<file path="config.mk">
export PLATFORM = sky130hd
export DESIGN_NAME = acsl_top
export DESIGN_NICKNAME = d
export VERILOG_FILES = /design/src/acsl_pkg.sv /design/src/acsl_sar.sv /design/src/acsl_top.sv
export SDC_FILE = /design/constraint.sdc
export NUM_CORES = 1
export LEC_CHECK = 0
export BUFFER_PORTS_ARGS = -buffer_cell sky130_fd_sc_hd__buf_2
export CORE_UTILIZATION = 43
export DETAILED_ROUTE_END_ITERATION = 8
export PLACE_DENSITY_LB_ADDON = 0.05
export RECOVER_POWER = 50
export SLEW_MARGIN = 40
export SYNTH_ARGS = -nofsm -noshare
export SYNTH_HDL_FRONTEND = slang
export SYNTH_SLANG_ARGS = --single-unit
</file>
<file path="constraint.sdc">
create_clock -name mclk -period 2.26 [get_ports mclk]
set_clock_uncertainty 0.15 [all_clocks]
set_input_delay 0.565 -clock mclk [delete_from_list [all_inputs] [get_ports mclk]]
set_output_delay 0.565 -clock mclk [all_outputs]
set_load 0.01 [all_outputs]
</file>
<file path="src/acsl_pkg.sv">
// acsl_pkg: register map, field layout, reset values and timing counts
package acsl_pkg;

	// ----------------------------------------------------------------
	// register offsets
	// ----------------------------------------------------------------
	localparam logic [7:0] RESULT_OFS = 8'h0A;
	localparam logic [7:0] CTRL_OFS = 8'h0B;
	localparam logic [7:0] EVT_STATUS_OFS = 8'h0C;
	localparam logic [7:0] EVT_MASK_OFS = 8'h0D;

	// ----------------------------------------------------------------
	// control/status field positions
	// ----------------------------------------------------------------
	localparam int DONE_BIT = 7;
	localparam int RSVD_HI_BIT = 6;
	localparam int POWER_BIT = 5;
	localparam int ZERO_BIT = 4;
	localparam int RSVD_LO_BIT = 3;
	localparam int CHAN_MSB = 2;
	localparam int CHAN_LSB = 0;
	localparam int CHAN_W = CHAN_MSB - CHAN_LSB + 1;

	// event status / mask field position
	localparam int EVT_DONE_BIT = 0;

	// ----------------------------------------------------------------
	// reset values
	// ----------------------------------------------------------------
	localparam logic [7:0] CTRL_RESET = 8'h00;
	localparam logic [7:0] RESULT_RESET = 8'h00;
	localparam logic [7:0] EVT_RESET = 8'h00;

	// ----------------------------------------------------------------
	// timing, in mclk cycles
	// ----------------------------------------------------------------
	localparam int CONV_CYCLES = 64;
	// sampling is 31.5 cycles, held here in half cycles and rounded up
	localparam int SAMPLE_HALF_CYCLES = 63;
	localparam int SAMPLE_CYCLES = (SAMPLE_HALF_CYCLES + 1) / 2;
	localparam int RESULT_W = 8;
	localparam int TRIAL_CYCLES = (CONV_CYCLES - SAMPLE_CYCLES) / RESULT_W;
	localparam int CNT_W = $clog2(CONV_CYCLES);

	// sequencer states
	typedef enum logic [1:0]
	{
		ACSL_IDLE = 2'b00,
		ACSL_SAMPLE = 2'b01,
		ACSL_TRIAL = 2'b10
	} acsl_state_e;

endpackage : acsl_pkg

</file>
<file path="src/acsl_sar.sv">
// acsl_sar: successive-approximation trial code register
`timescale 1ns/10ps
module acsl_sar
#(
	parameter int WIDTH = 8
)
(
	input wire logic mclk,
	input wire logic rst_b,
	input wire logic start,
	input wire logic decide,
	input wire logic [$clog2(WIDTH)-1:0] bit_idx,
	input wire logic comp_high,
	output logic [WIDTH-1:0] code,
	output logic [WIDTH-1:0] decided
);

	logic [WIDTH-1:0] code_reg;
	logic [WIDTH-1:0] code_next;
	logic [WIDTH-1:0] bit_mask;
	logic [WIDTH-1:0] next_mask;

	// ----------------------------------------------------------------
	// trial step
	// ----------------------------------------------------------------
	assign bit_mask = {{(WIDTH-1){1'b0}}, 1'b1} << bit_idx;
	assign next_mask = bit_mask >> 1;
	// keep the trial bit when the input stands at or above the trial
	assign decided = comp_high ? code_reg : (code_reg & ~bit_mask);
	assign code_next = start ? {1'b1, {(WIDTH-1){1'b0}}} :
		decide ? (decided | next_mask) : code_reg;
	assign code = code_reg;

	always_ff @(posedge mclk or negedge rst_b)
	begin
		if (!rst_b)
			code_reg <= '0;
		else
			code_reg <= code_next;
	end

endmodule : acsl_sar

</file>
<file path="src/acsl_top.sv">
// acsl_top: converter control, status and result logic
// ----------------------------------------------------------------
// ----------------------------------------------------------------
//
// Strobed register access was chosen for this implementation.
`timescale 1ns/10ps
module acsl_top
(
	input wire logic mclk,
	input wire logic rst_b,
	input wire logic [7:0] addr,
	input wire logic [7:0] wdata,
	input wire logic wr_en,
	input wire logic rd_en,
	output logic [7:0] rdata,
	output logic irq,
	output logic conv_power_on,
	output logic [acsl_pkg::CHAN_W-1:0] input_channel_select,
	output logic sample_hold,
	output logic [acsl_pkg::RESULT_W-1:0] trial_code,
	input wire logic comp_high
);

	// ----------------------------------------------------------------
	// reset release
	// ----------------------------------------------------------------
	logic rst_meta_reg;
	logic rst_sync_reg;
	logic srst_b;

	always_ff @(posedge mclk or negedge rst_b)
	begin
		if (!rst_b)
		begin
			rst_meta_reg <= 1'b0;
			rst_sync_reg <= 1'b0;
		end
		else
		begin
			rst_meta_reg <= 1'b1;
			rst_sync_reg <= rst_meta_reg;
		end
	end
	assign srst_b = rst_sync_reg;

	// ----------------------------------------------------------------
	// register decode
	// ----------------------------------------------------------------
	wire sel_result = (addr == acsl_pkg::RESULT_OFS);
	wire sel_ctrl = (addr == acsl_pkg::CTRL_OFS);
	wire sel_status = (addr == acsl_pkg::EVT_STATUS_OFS);
	wire sel_mask = (addr == acsl_pkg::EVT_MASK_OFS);
	wire wr_ctrl = wr_en && sel_ctrl;
	wire wr_status = wr_en && sel_status;
	wire wr_mask = wr_en && sel_mask;
	wire rd_result = rd_en && sel_result;

	// ----------------------------------------------------------------
	// control fields
	// ----------------------------------------------------------------
	logic power_reg;
	logic [acsl_pkg::CHAN_W-1:0] chan_reg;
	logic done_reg;
	logic done_next;
	logic [acsl_pkg::RESULT_W-1:0] result_reg;
	logic [acsl_pkg::RESULT_W-1:0] result_next;
	logic evt_reg;
	logic evt_next;
	logic mask_reg;

	always_ff @(posedge mclk or negedge srst_b)
	begin
		if (!srst_b)
		begin
			power_reg <= acsl_pkg::CTRL_RESET[acsl_pkg::POWER_BIT];
			chan_reg <= acsl_pkg::CTRL_RESET[acsl_pkg::CHAN_MSB:0];
		end
		else if (wr_ctrl)
		begin
			power_reg <= wdata[acsl_pkg::POWER_BIT];
			chan_reg <= wdata[acsl_pkg::CHAN_MSB:acsl_pkg::CHAN_LSB];
		end
	end

	// ----------------------------------------------------------------
	// conversion sequencer
	// ----------------------------------------------------------------
	acsl_pkg::acsl_state_e state_reg;
	acsl_pkg::acsl_state_e state_next;
	logic [acsl_pkg::CNT_W-1:0] cnt_reg;
	logic [acsl_pkg::CNT_W-1:0] cnt_next;
	logic [acsl_pkg::RESULT_W-1:0] sar_code;
	logic [acsl_pkg::RESULT_W-1:0] sar_decided;

	localparam logic [acsl_pkg::CNT_W-1:0] LAST_CNT =
		acsl_pkg::CNT_W'(acsl_pkg::CONV_CYCLES - 1);
	localparam logic [acsl_pkg::CNT_W-1:0] SAMPLE_END =
		acsl_pkg::CNT_W'(acsl_pkg::SAMPLE_CYCLES - 1);
	localparam logic [acsl_pkg::CNT_W-1:0] TRIAL_LEN =
		acsl_pkg::CNT_W'(acsl_pkg::TRIAL_CYCLES);

	// trial position within the decision phase
	wire [acsl_pkg::CNT_W-1:0] trial_off =
		cnt_reg - acsl_pkg::CNT_W'(acsl_pkg::SAMPLE_CYCLES);
	wire [acsl_pkg::CNT_W-1:0] trial_num = trial_off / TRIAL_LEN;
	wire [acsl_pkg::CNT_W-1:0] trial_pos = trial_off % TRIAL_LEN;
	wire [2:0] bit_idx = 3'(acsl_pkg::RESULT_W - 1) - trial_num[2:0];

	wire in_trial = (state_reg == acsl_pkg::ACSL_TRIAL);
	wire sar_start = (state_reg == acsl_pkg::ACSL_SAMPLE)
		&& (cnt_reg == SAMPLE_END) && !wr_ctrl;
	wire sar_decide = in_trial && (trial_pos == TRIAL_LEN - 1'b1)
		&& !wr_ctrl;
	// conversion ends on the last decision of the 64-cycle frame
	wire conv_done = sar_decide && (cnt_reg == LAST_CNT);

	always_comb
	begin
		state_next = state_reg;
		cnt_next = cnt_reg + 1'b1;
		if (wr_ctrl)
		begin
			// abort; restart on the new settings if the power bit is set, else go idle
			cnt_next = '0;
			state_next = wdata[acsl_pkg::POWER_BIT] ?
				acsl_pkg::ACSL_SAMPLE : acsl_pkg::ACSL_IDLE;
		end
		else if (!power_reg)
		begin
			cnt_next = '0;
			state_next = acsl_pkg::ACSL_IDLE;
		end
		else
		begin
			unique case (state_reg)
				acsl_pkg::ACSL_IDLE:
				begin
					cnt_next = '0;
					state_next = acsl_pkg::ACSL_SAMPLE;
				end
				acsl_pkg::ACSL_SAMPLE:
				begin
					if (cnt_reg == SAMPLE_END)
						state_next = acsl_pkg::ACSL_TRIAL;
				end
				acsl_pkg::ACSL_TRIAL:
				begin
					if (cnt_reg == LAST_CNT)
					begin
						// back to back, no idle gap
						cnt_next = '0;
						state_next = acsl_pkg::ACSL_SAMPLE;
					end
				end
				default:
				begin
					cnt_next = '0;
					state_next = acsl_pkg::ACSL_IDLE;
				end
			endcase
		end
	end

	always_ff @(posedge mclk or negedge srst_b)
	begin
		if (!srst_b)
		begin
			state_reg <= acsl_pkg::ACSL_IDLE;
			cnt_reg <= '0;
		end
		else
		begin
			state_reg <= state_next;
			cnt_reg <= cnt_next;
		end
	end

	acsl_sar
	#(
		.WIDTH(acsl_pkg::RESULT_W)
	)
	u_sar
	(
		.mclk(mclk),
		.rst_b(srst_b),
		.start(sar_start),
		.decide(sar_decide),
		.bit_idx(bit_idx),
		.comp_high(comp_high),
		.code(sar_code),
		.decided(sar_decided)
	);

	// ----------------------------------------------------------------
	// result and done flag
	// ----------------------------------------------------------------
	// comparator high on every trial ends at all ones, never wraps
	assign result_next = conv_done ? sar_decided : result_reg;
	// set wins over a clear by a result read in the same cycle
	assign done_next = conv_done ? 1'b1 :
		(rd_result || wr_ctrl) ? 1'b0 : done_reg;
	assign evt_next = conv_done ? 1'b1 :
		(wr_status && wdata[acsl_pkg::EVT_DONE_BIT]) ? 1'b0 : evt_reg;

	always_ff @(posedge mclk or negedge srst_b)
	begin
		if (!srst_b)
		begin
			result_reg <= acsl_pkg::RESULT_RESET;
			done_reg <= acsl_pkg::CTRL_RESET[acsl_pkg::DONE_BIT];
			evt_reg <= acsl_pkg::EVT_RESET[acsl_pkg::EVT_DONE_BIT];
			mask_reg <= acsl_pkg::EVT_RESET[acsl_pkg::EVT_DONE_BIT];
		end
		else
		begin
			result_reg <= result_next;
			done_reg <= done_next;
			evt_reg <= evt_next;
			if (wr_mask)
				mask_reg <= wdata[acsl_pkg::EVT_DONE_BIT];
		end
	end

	// ----------------------------------------------------------------
	// read path
	// ----------------------------------------------------------------
	logic [7:0] ctrl_view;

	always_comb
	begin
		ctrl_view = 8'h00;
		ctrl_view[acsl_pkg::DONE_BIT] = done_reg;
		ctrl_view[acsl_pkg::POWER_BIT] = power_reg;
		// reserved bits never store what software writes
		ctrl_view[acsl_pkg::ZERO_BIT] = 1'b0;
		ctrl_view[acsl_pkg::CHAN_MSB:acsl_pkg::CHAN_LSB] = chan_reg;
	end

	wire [7:0] rd_mux =
		sel_result ? result_reg :
		sel_ctrl ? ctrl_view :
		sel_status ? {7'h00, evt_reg} :
		sel_mask ? {7'h00, mask_reg} : 8'h00;

	// ----------------------------------------------------------------
	// outputs
	// ----------------------------------------------------------------
	always_ff @(posedge mclk or negedge srst_b)
	begin
		if (!srst_b)
		begin
			rdata <= 8'h00;
			irq <= 1'b0;
			conv_power_on <= 1'b0;
			input_channel_select <= '0;
			sample_hold <= 1'b0;
			trial_code <= '0;
		end
		else
		begin
			rdata <= rd_en ? rd_mux : 8'h00;
			irq <= evt_next && mask_reg;
			conv_power_on <= power_reg;
			input_channel_select <= chan_reg;
			sample_hold <= (state_next == acsl_pkg::ACSL_SAMPLE);
			trial_code <= sar_code;
		end
	end

endmodule : acsl_top

</file>
; Word-level counts from Yosys, hierarchy flattened
; Index checks and enable logic that the tools add are counted.
; W data, S select, Z words.
[op_classes]
addsub = 3
n_eq_ne = 10
shift = 1
mux = 22
n_bitwise = 3
reduce_logical = 16
[op_table]
columns = operator, n
row1 = $mux W8, 6
row2 = $eq A8 B4 Y1 const B, 4
row3 = $mux W6, 3
row4 = $pmux W6 S2, 1
row5 = $logic_and A1 B1 Y1, 11
row6 = $and A8 B8 Y8, 1
row7 = $mux W2, 4
row8 = $not A8 Y8, 1
row9 = $or A8 B7 Y8, 1
row10 = $shl A1 B3 Y8 const A, 1
row11 = $mux W1, 7
row12 = $add A6 B1 Y6 const B, 1
row13 = $eq A6 B5 Y1 const B, 1
row14 = $eq A6 B6 Y1 const B, 1
row15 = $pmux W2 S3, 1
row16 = $sub A5 B1 Y5 const B, 1
row17 = $eq A2 B1 Y1 const B, 2
row18 = $eq A2 B2 Y1 const B, 2
row19 = $reduce_bool A2 Y1, 2
row20 = $sub A3 B3 Y3 const A, 1
row21 = $logic_not A2 Y1, 1
row22 = $logic_not A1 Y1, 1
row23 = $logic_or A1 B1 Y1, 1
[word_totals]
regBits = 55
in_bits = 21
output_inout_bits = 22
wordCells = 72

; Depth between registers and ports, before layout
; Gate-level depths: netlist (run 1).
[depth]
word_depth = 9
depth_mapped = 7
ltp_nobuf = 6

; Hierarchy
; From an unflattened synthesis (run 1), not the netlist that was laid out.
[hier_totals]
hier_cells = 205
hier_area_um2 = 2439.8
[modules_own_cells]
columns = module, n_inst, cells_per_inst, area_per_inst_um2, seq_area_each_um2
row1 = acsl_top, 1, 150, 1918.1, 1176.1
row2 = acsl_sar, 1, 55, 521.8, 200.2

; Worst setup path after synthesis (run 1)
; OpenSTA, ideal clock, no wires.
[synth_timing]
kind = input to register
start = in addr[5]
end = reg result_reg[2] in the netlist's numbering
setup_time_ps = 125
arrival_time_ps = 1777
required_time_ps = 1985
path_slack_ps = 208
cell_stages = 5
path_buffers = 1
cell_sequence = nor4_2 > a31o_2 > or2_1 > buf_6 > mux2_4
[synth_via]
elab_chain_len = 5
[synth_lines]
columns = element, line_no
row1 = "start, declared", acsl_top.sv:11  ; input wire logic [7:0] addr,
row2 = $eq A8 B4 Y1, acsl_top.sv:50  ; wire sel_ctrl = (addr == acsl_pkg::CTRL_OFS);
row3 = $logic_and A1 B1 Y1, acsl_top.sv:53  ; wire wr_ctrl = wr_en && sel_ctrl;
row4 = $logic_not A1 Y1, acsl_top.sv:113  ; && !wr_ctrl;
row5 = $logic_and A1 B1 Y1, acsl_top.sv:113
row6 = $logic_and A1 B1 Y1, acsl_top.sv:115  ; wire conv_done = sar_decide && (cnt_reg == LAST_CNT);
row7 = "end signal, assigned", acsl_top.sv:209  ; result_reg <= acsl_pkg::RESULT_RESET;
row8 = "end signal, assigned", acsl_top.sv:216  ; result_reg <= result_next;
row9 = "end, declared", acsl_top.sv:65  ; logic [acsl_pkg::RESULT_W-1:0] result_reg;
; No other way between the ends.
; A chain may end at the register's enable or synchronous reset.

; Final worst setup path (run 1)
[layout_timing]
start = reg cnt_reg[0] in the netlist's numbering
end = reg u_sar.code_reg[6], in the netlist u_sar.code[6]
[layout_via]
elab_chain_len = 9
elab_cells_between_ends = 16
cone_classes = 2 x add/sub / 2 x eq/ne / 1 x shift / 3 x mux / 3 x bitwise / 5 x reduce/logical
[layout_lines]
columns = element, line_no
row1 = "start, declared", acsl_top.sv:90  ; logic [acsl_pkg::CNT_W-1:0] cnt_reg;
row2 = "start signal, assigned", acsl_top.sv:174  ; cnt_reg <= cnt_next;
row3 = $sub A5 B1 Y5, acsl_top.sv:104  ; cnt_reg - acsl_pkg::CNT_W'(acsl_pkg::SAMPLE_CYCLES);
row4 = $sub A3 B3 Y3, acsl_top.sv:107  ; wire [2:0] bit_idx = 3'(acsl_pkg::RESULT_W - 1) - trial_num[2:0];
row5 = $shl A1 B3 Y8, acsl_sar.sv:26  ; assign bit_mask = {{(WIDTH-1){1'b0}}, 1'b1} << bit_idx;
row6 = $not A8 Y8, acsl_sar.sv:29  ; assign decided = comp_high ? code_reg : (code_reg & ~bit_mask);
row7 = $and A8 B8 Y8, acsl_sar.sv:29
row8 = $mux W8, acsl_sar.sv:29
row9 = $or A8 B7 Y8, acsl_sar.sv:31  ; decide ? (decided | next_mask) : code_reg;
row10 = $mux W8, acsl_sar.sv:31
row11 = $mux W8, acsl_sar.sv:30  ; assign code_next = start ? {1'b1, {(WIDTH-1){1'b0}}} :
row12 = "end signal, assigned", acsl_sar.sv:39  ; code_reg <= code_next;
row13 = "end, declared", acsl_sar.sv:18  ; logic [WIDTH-1:0] code_reg;
; Several ways; a longest one is shown, not always the timed one. The select of a mux whose other input is x is not followed.

==> results of run 1 <==
layer usage:
| layer | wire length [µm] | GRT usage (%) |
|---|---|---|
| met1 | 2380 | 26.8 |
| met2 | 2190 | 27.5 |
| met5 | 0 | 0 |
| met3 | 154 | 2.63 |
| met4 | 17 | 5.19 |
placed cells by master, fill, tap and decap left out, types with 3 or more instances in the layout:
master / synthesis / final
dfrtp_1: 55 / 55
buf_2: 3 / 37
nand2_1: 32 / 32
o21ai_0: 23 / 23
buf_4: 0 / 17
nor2_1: 13 / 13
inv_1: 8 / 8
and2_1: 6 / 6
nor3_1: 6 / 6
mux2i_1: 5 / 5
nand3_1: 5 / 5
or3_1: 5 / 5
ha_1: 5 / 5
clkbuf_8: 0 / 5
a21oi_1: 3 / 3
xnor2_1: 3 / 3
nand2b_1: 3 / 3
or4_1: 3 / 3
o31ai_1: 3 / 3
o31a_1: 3 / 3
mux2_4: 3 / 3
stage by stage:
step	cell area (µm²)	total power [µW]	setup slack (ps)	std cells	utilization [%]
3_3_place_gp	2760	1350	22.8	337	53.1
3_5_place_dp	2760	1350	34.7	337	53.1
4_1_cts	2870	1950	240	346	55.2
2_1_floorplan	2380	1250	208	220	-
5_1_grt	2850	2030	109	346	54.8
6_report	2850	1920	230	346	54.8
Yosys cell counts:
master | number | area [µm²]
xnor2_1 | 3 | 26.3
or4_1 | 3 | 22.5
o21ai_0 | 23 | 115
conb_1 | 1 | 3.75
clkbuf_1 | 5 | 18.8
dfrtp_1 | 55 | 1380
o41ai_1 | 1 | 8.76
mux2_2 | 1 | 11.3
and2_1 | 6 | 37.5
o21ai_1 | 1 | 5.00
a31o_2 | 2 | 17.5
and3b_1 | 1 | 8.76
nand3_1 | 5 | 25.0
nor2b_1 | 1 | 6.26
mux2i_1 | 5 | 50.1
xor2_1 | 1 | 8.76
nor4_2 | 1 | 12.5
or2_1 | 1 | 6.26
mux2_4 | 3 | 45.0
a311oi_1 | 1 | 8.76
and4_1 | 1 | 8.76
o211ai_1 | 1 | 7.51
o211a_1 | 1 | 10.0
or3_1 | 5 | 31.3
buf_2 | 3 | 15.0
nand3b_1 | 2 | 15.0
nand2b_1 | 3 | 18.8
a21oi_1 | 3 | 15.0
or4_4 | 1 | 11.3
inv_1 | 8 | 30.0
a32o_1 | 2 | 20.0
o31a_1 | 3 | 26.3
nor2_1 | 13 | 48.8
ha_1 | 5 | 62.6
or2_0 | 1 | 6.26
o31ai_1 | 3 | 22.5
nand2_1 | 32 | 120
buf_6 | 1 | 11.3
nor3_1 | 6 | 30.0
o221ai_1 | 1 | 8.76
a211oi_1 | 1 | 7.51
a31oi_1 | 2 | 12.5
nor3_4 | 1 | 16.3
or4b_1 | 1 | 10.0
power groups by stage:
| stage | registers [µW] | logic (µW) | clock network, µW |
|---|---|---|---|
| final | 1060 | 265 | 588 |
| after global routing | 1070 | 307 | 647 |
| after CTS | 1070 | 271 | 613 |
| after detailed placement | 1080 | 269 | 0 |
| after global placement | 1080 | 269 | 0 |
| after floorplan | 1100 | 152 | 0 |
how the worst min path moves through the flow:
stage / start / endpoint
floorplan: rst_b / rst_meta_reg
global placement: rst_sync_reg / rdata[4]
detailed placement: rst_sync_reg / rdata[4]
CTS: rst_sync_reg / rdata[4]
global route: rst_meta_reg / rst_sync_reg
finish: rst_sync_reg / rdata[4]
worst register-to-register path: stages (launching register included):
cell and delay (ps):
dfrtp_1 400, ha_1 240, nand2_1 150, a31o_2 310, or4_1 410, a32o_1 270
cell type report:
cell class                      count  area share (%)
Clock inverter                      3            1.10
Timing Repair Buffer               57            11.6
Multi-Input combinational cell    148            32.5
Inverter                            8            1.05
Clock buffer                        5            2.41
Tap cell                           70            3.07
Sequential cell                    55            48.2
cells by family after synthesis:
kind of cell / share of synthesized area [%]
simple gates: 18.3
flops: 57.8
compound gates: 12.0
buf+inv: 3.15
mux: 4.47
fa+ha+maj: 2.63
xor+xnor: 1.47
other cells: 0.158
==> impl_results.md, run 1 <==
- Min-delay worst type: reg2async
- Synth warn: 0
- H-tree depth: 2
- Max-slew violation count: 0
- Setup violators final: 0
- Worst setup path startpoint: cnt_reg[0]
- Storage element area: about 1400 µm²
- TritonCTS clock tree: yes
- CTS root buf: clkbuf_8
- Initial Utilization: between 40% and 50%
- Post-Route WL: 4740 µm
- Global placement routability congestion: 0.760
- Seq/Total Area, Yosys: around 58%
- Tot GR Track Use: 18.1%
- Max cap viols: 0
- Status: completed
- Fillers: 482
- Combinational Power Share: 13.8%
- Synthesized area: 2380 µm²
- DRC viols: 0
- Largest net degree at the start of global routing: 33
- Hpwl dp: 3560 µm
- Critical path type: reg2reg
- Switch Pwr: 540 µW
- Unrepaired setup endpoints after global routing: no
- Post-Syn Instances: 220
- Vias per inst: 5.02
- Combined area of the multi-input logic cells: 928 µm²
- Chip width: ~76 µm
- Setup_tns: 0 ps
- Die Height: approximately 76 µm
- Final min period: 2030 ps
- Worst r2r dst: u_sar.code[6]
- CORE AREA: 5200 µm²
- I/O pins: 43
- Clock network fraction of total power: 30.7%
- Layout cells sized above 1: 26.1%
- Drt wl/cell: 13.7 µm
- CP max FO: 9
- Routed Antenna Nets: 0
- Lkg Pwr: 0.00138 µW
- Period utilisation layout: 89.8%
- Total stage count of the critical path: 5
- Post_cts resized: 0
- Max clock buf depth: 2
- P&R area growth vs syn: 19.9%
- Reg2reg start: cnt_reg[0]
- Final hold vios: 0
- Sequential share of power: 55.5%
- Num Clock Sinks: 55
- Router iterations before antenna repair: 4
- First-pass GRT wire length: 8410 µm
- Power per Cell Area: around 670 nW/µm²
- Via count: about 1700
- Total CTS buffers: 5
- CP Buf/Inv Count: 0
- Antenna cells: 0
- Clk Latency, worst-skew pair: 310 ps
- Synthesized area per cell: 10.8 µm²
- Full die area: between 5000 and 6000 µm²
- FMAX: 493 MHz
- Clock Pin Slew Worst Setup and Hold Paths: 110 ps
- Slowest CP cell: or4_1
- Worst EP arrival: between 2000 and 2500 ps
- Cell type group with the largest total delay on the critical path: compound AO/OA/AOI/OAI gates
- Crit path largest cell delay: 410 ps
- Switching fraction of total power: ~28%
- Rel. slew slack: 43.5%
- I/O Buffers: 38
- Critical path startpoint category: flip-flop
- Maximum vdd ir drop: 401 µV
- Initial DRC count: 47
- #FFs+latches synth: 55
- Pint: 1380 µW
- CP endpoint kind: flip-flop
- Worst path cell trace: ha_1 > nand2_1 > a31o_2 > or4_1 > a32o_1
- Congestion Overflow GR: 0
- Hold slack: 207 ps
- Reg2reg path depth: 5
- Postcts setup bufs: 0
- Number of library cell types mapped by synthesis: 44
- Least-Margin Pin Slew: between 800 and 900 ps
- Vias in the first global route: 1746
- Synthesized Nets: around 250
- Hold-fix buffer count after cts: 1
- WP data required: 2320 ps
- Row count: 26
- Reg2reg setup slack: about 230 ps
- Layout Nets: 301
- Critical Path End: u_sar.code[6]
- Initial antenna violation count: 0
No activity file was read; power rests on OpenSTA's default activity.
==> inputs of run 2 (changes only) <==
--- a/config.mk
+++ b/config.mk
@@ -5,6 +5,7 @@
 export SDC_FILE = /design/constraint.sdc
 export NUM_CORES = 1
 export LEC_CHECK = 0
+export ABC_AREA = 1
 export BUFFER_PORTS_ARGS = -buffer_cell sky130_fd_sc_hd__buf_2
 export CORE_UTILIZATION = 43
 export DETAILED_ROUTE_END_ITERATION = 8
==> impl_results.md, run 2 <==
- Critical path type: reg2reg
- Die Height: 76.0 µm
- Worst setup path startpoint: cnt_reg[0]
- Layout Nets: 316
- Max clock buf depth: 2
- Synthesized area: ~2400 µm²
- First-pass GRT wire length: 7560 µm
- TritonCTS clock tree: yes
- Routed Antenna Nets: 0
- I/O pins: 43
- Largest net degree at the start of global routing: 54
- Worst EP arrival: about 1700 ps
- GRT Max-Usage Layer: met2
- Mux contribution to synthesized area: 0%
- Main flop type after synthesis: dfrtp_1
- CP endpoint kind: flip-flop
- Setup violators final: 0
- Number of library cell types mapped by synthesis: 29
- Synth warn: 0
- Post-Synth Adder-Cell Area: 2.66%
- I/O Buffers: 38
- Power per Cell Area: 590 nW/µm²
- XOR/XNOR Fraction of Synth Area: 1.12%
- Initial Utilization: a little under half
- Total CTS buffers: 5
- Slowest CP cell: dfrtp_1
- Clk Latency, worst-skew pair: 300 ps
- Post-synth EDFFs: 0
- #FFs+latches synth: 55
- Least-Margin Pin Slew: roughly 1200 ps
- Max cap viols: 0
- Unrepaired setup endpoints after global routing: no
- Post-Route WL: ~4000 µm
- Synth area leader: dfrtp_1
- M2 GR Usage: between 20% and 30%
- Final hold vios: 0
- Most frequent cells in the layout: 60 x nand2_1, 54 x dfrtp_1, 37 x buf_2, 19 x inv_1, 19 x nand3_1
- Initial DRC count: 81
- Vias in the first global route: 1692
- Cell type group with the largest total delay on the critical path: simple AND/OR/NAND/NOR gates
- Postcts setup bufs: 0
- Tot Pwr: approximately 1600 µW
- Router iterations before antenna repair: 4
- CP Buf/Inv Count: 2
- Hpwl dp: 2980 µm
- DRC viols: 0
- Final min period: 1630 ps
- Synth area leaders: dfrtp_1 58%, nand2_1 9.6%, nand3_1 4.0%, o21ai_0 3.2%, inv_1 3.0%
- Global placement routability congestion: 0.791
- Hold path start: rst_meta_reg
- Drt wl/cell: 11.3 µm
- Fillers: between 500 and 600
- Crit-path most repeated cell: nand2_1
- WP data required: 2300 ps
- Maximum vdd ir drop: approximately 400 µV
- Crit path largest cell delay: 380 ps
- Top post-synthesis cells by count: 60 x nand2_1, 55 x dfrtp_1, 19 x inv_1, 19 x nand3_1, 15 x o21ai_0
- Period utilisation layout: 72.2%
- Synth Area in Simple Gates: 23.5%
- CP max FO: 7
- Post-Syn Instances: about 250
- Vias per inst: 4.71
- Commonest non-fill, non-tap cell in the layout: nand2_1
- Initial antenna violation count: 0
- Chip width: 76.0 µm
- Tot GR Track Use: 16.2%
- Max-slew violation count: 0
- Row count: 26
- Critical path startpoint category: flip-flop
- Top cell type's share of synthesized area: 58.5%
- Worst path cell trace: ha_1 > nand3_2 > nor2_1 > nand2_1 > inv_1 > nand2_1 > inv_2 > a21oi_1
- Via count: ~1700
- Min-delay worst type: reg2reg
- Post_cts resized: 0
- Global routing usage on met3: 3.35%
- Seq/Total Area, Yosys: 58.5%
- Num Clock Sinks: 55
- Layout cells sized above 1: 22.7%
- Complex-gate fraction of the synthesized area: ~8.2%
- H-tree depth: 2
- Rel. slew slack: 17.8%
- Clock Pin Slew Worst Setup and Hold Paths: roughly 90 ps
- Reg2reg start: cnt_reg[0]
- GR met1 Demand/Resource: ~22%
- CORE AREA: 5200 µm²
- Top-count cell post-synth: nand2_1
- FMAX: 613 MHz
- Antenna cells: 0
- P&R area growth vs syn: 15.0%
- Lkg Pwr: 0.00137 µW
- FFs w/ async S/R, synth: 100%
- Full die area: 5770 µm²
- CTS root buf: clkbuf_8
- Status: completed
- Setup_tns: 0 ps
- Synthesized Nets: roughly 270
- Congestion Overflow GR: 0
- Largest family of logic cells by synthesized area: simple AND/OR/NAND/NOR gates
- Synthesized area per cell: 9.57 µm²
## run 2: layout make-up
class | count | area (µm²) | area share [%]
Clock buffer | 6 | 72.6 | 2.68
Multi-Input combinational cell | 159 | 838 | 31.0
Tap cell | 70 | 87.6 | 3.24
Timing Repair Buffer | 40 | 204 | 7.54
Inverter | 29 | 114 | 4.21
Clock inverter | 2 | 12.5 | 0.462
Sequential cell | 55 | 1380 | 50.9
## run 2: metal layers
metal  up-vias  part of all wire (%)
met1       786                    50
met2        35                    46
met4         0                  0.51
met3         2                   3.1
li1        879                     -
met5         -                     0
## run 2: worst register-to-register path, cell delays in order (launching register included)
cell and delay (ps):
dfrtp_1 380, ha_1 240, nand3_2 140, nor2_1 170, nand2_1 90, inv_1 70, nand2_1 70, inv_2 130
a21oi_1 60
## run 2: stage by stage
stage	hold slack (ps)	std cells	setup WS, ps	cell area, µm²	util, %
after floorplan	119	246	465	2350	-
after global placement	187	352	374	2620	50.2
after detailed placement	191	352	359	2620	50.2
after CTS	214	361	611	2710	52.1
after global routing	228	361	411	2710	52.0
final	211	361	629	2710	52.0
## run 2: final timing paths
kind	end	cells after the start	slack, ps
setup / recovery	u_sar.code[3]	8	630
hold reg to reg	rst_sync_reg	0	210
setup reg to reg	u_sar.code[3]	8	630
min in group asynchronous	rst_meta_reg	2	420
max in group asynchronous	u_sar.code[2]	1	760
hold / removal	rst_sync_reg	0	210
## run 2: repair_timing
| action | in CTS | in global routing |
|---|---|---|
| hold buffers | 1 | 0 |
| setup endpoints to repair | 0 | 0 |
| hold endpoints to repair | 2 | 0 |
## run 2: logic make-up after synthesis
kind of cell,count (synthesis)
xor+xnor,3
fa+ha+maj,5
flops,55
compound gates,37
buf+inv,32
other cells,1
simple gates,113
## run 2: where the power goes
group,internal [µW],switching [µW],total (µW)
combinational,25.2,50.4,75.6
clock,217,300,517
sequential,997,6.05,1000
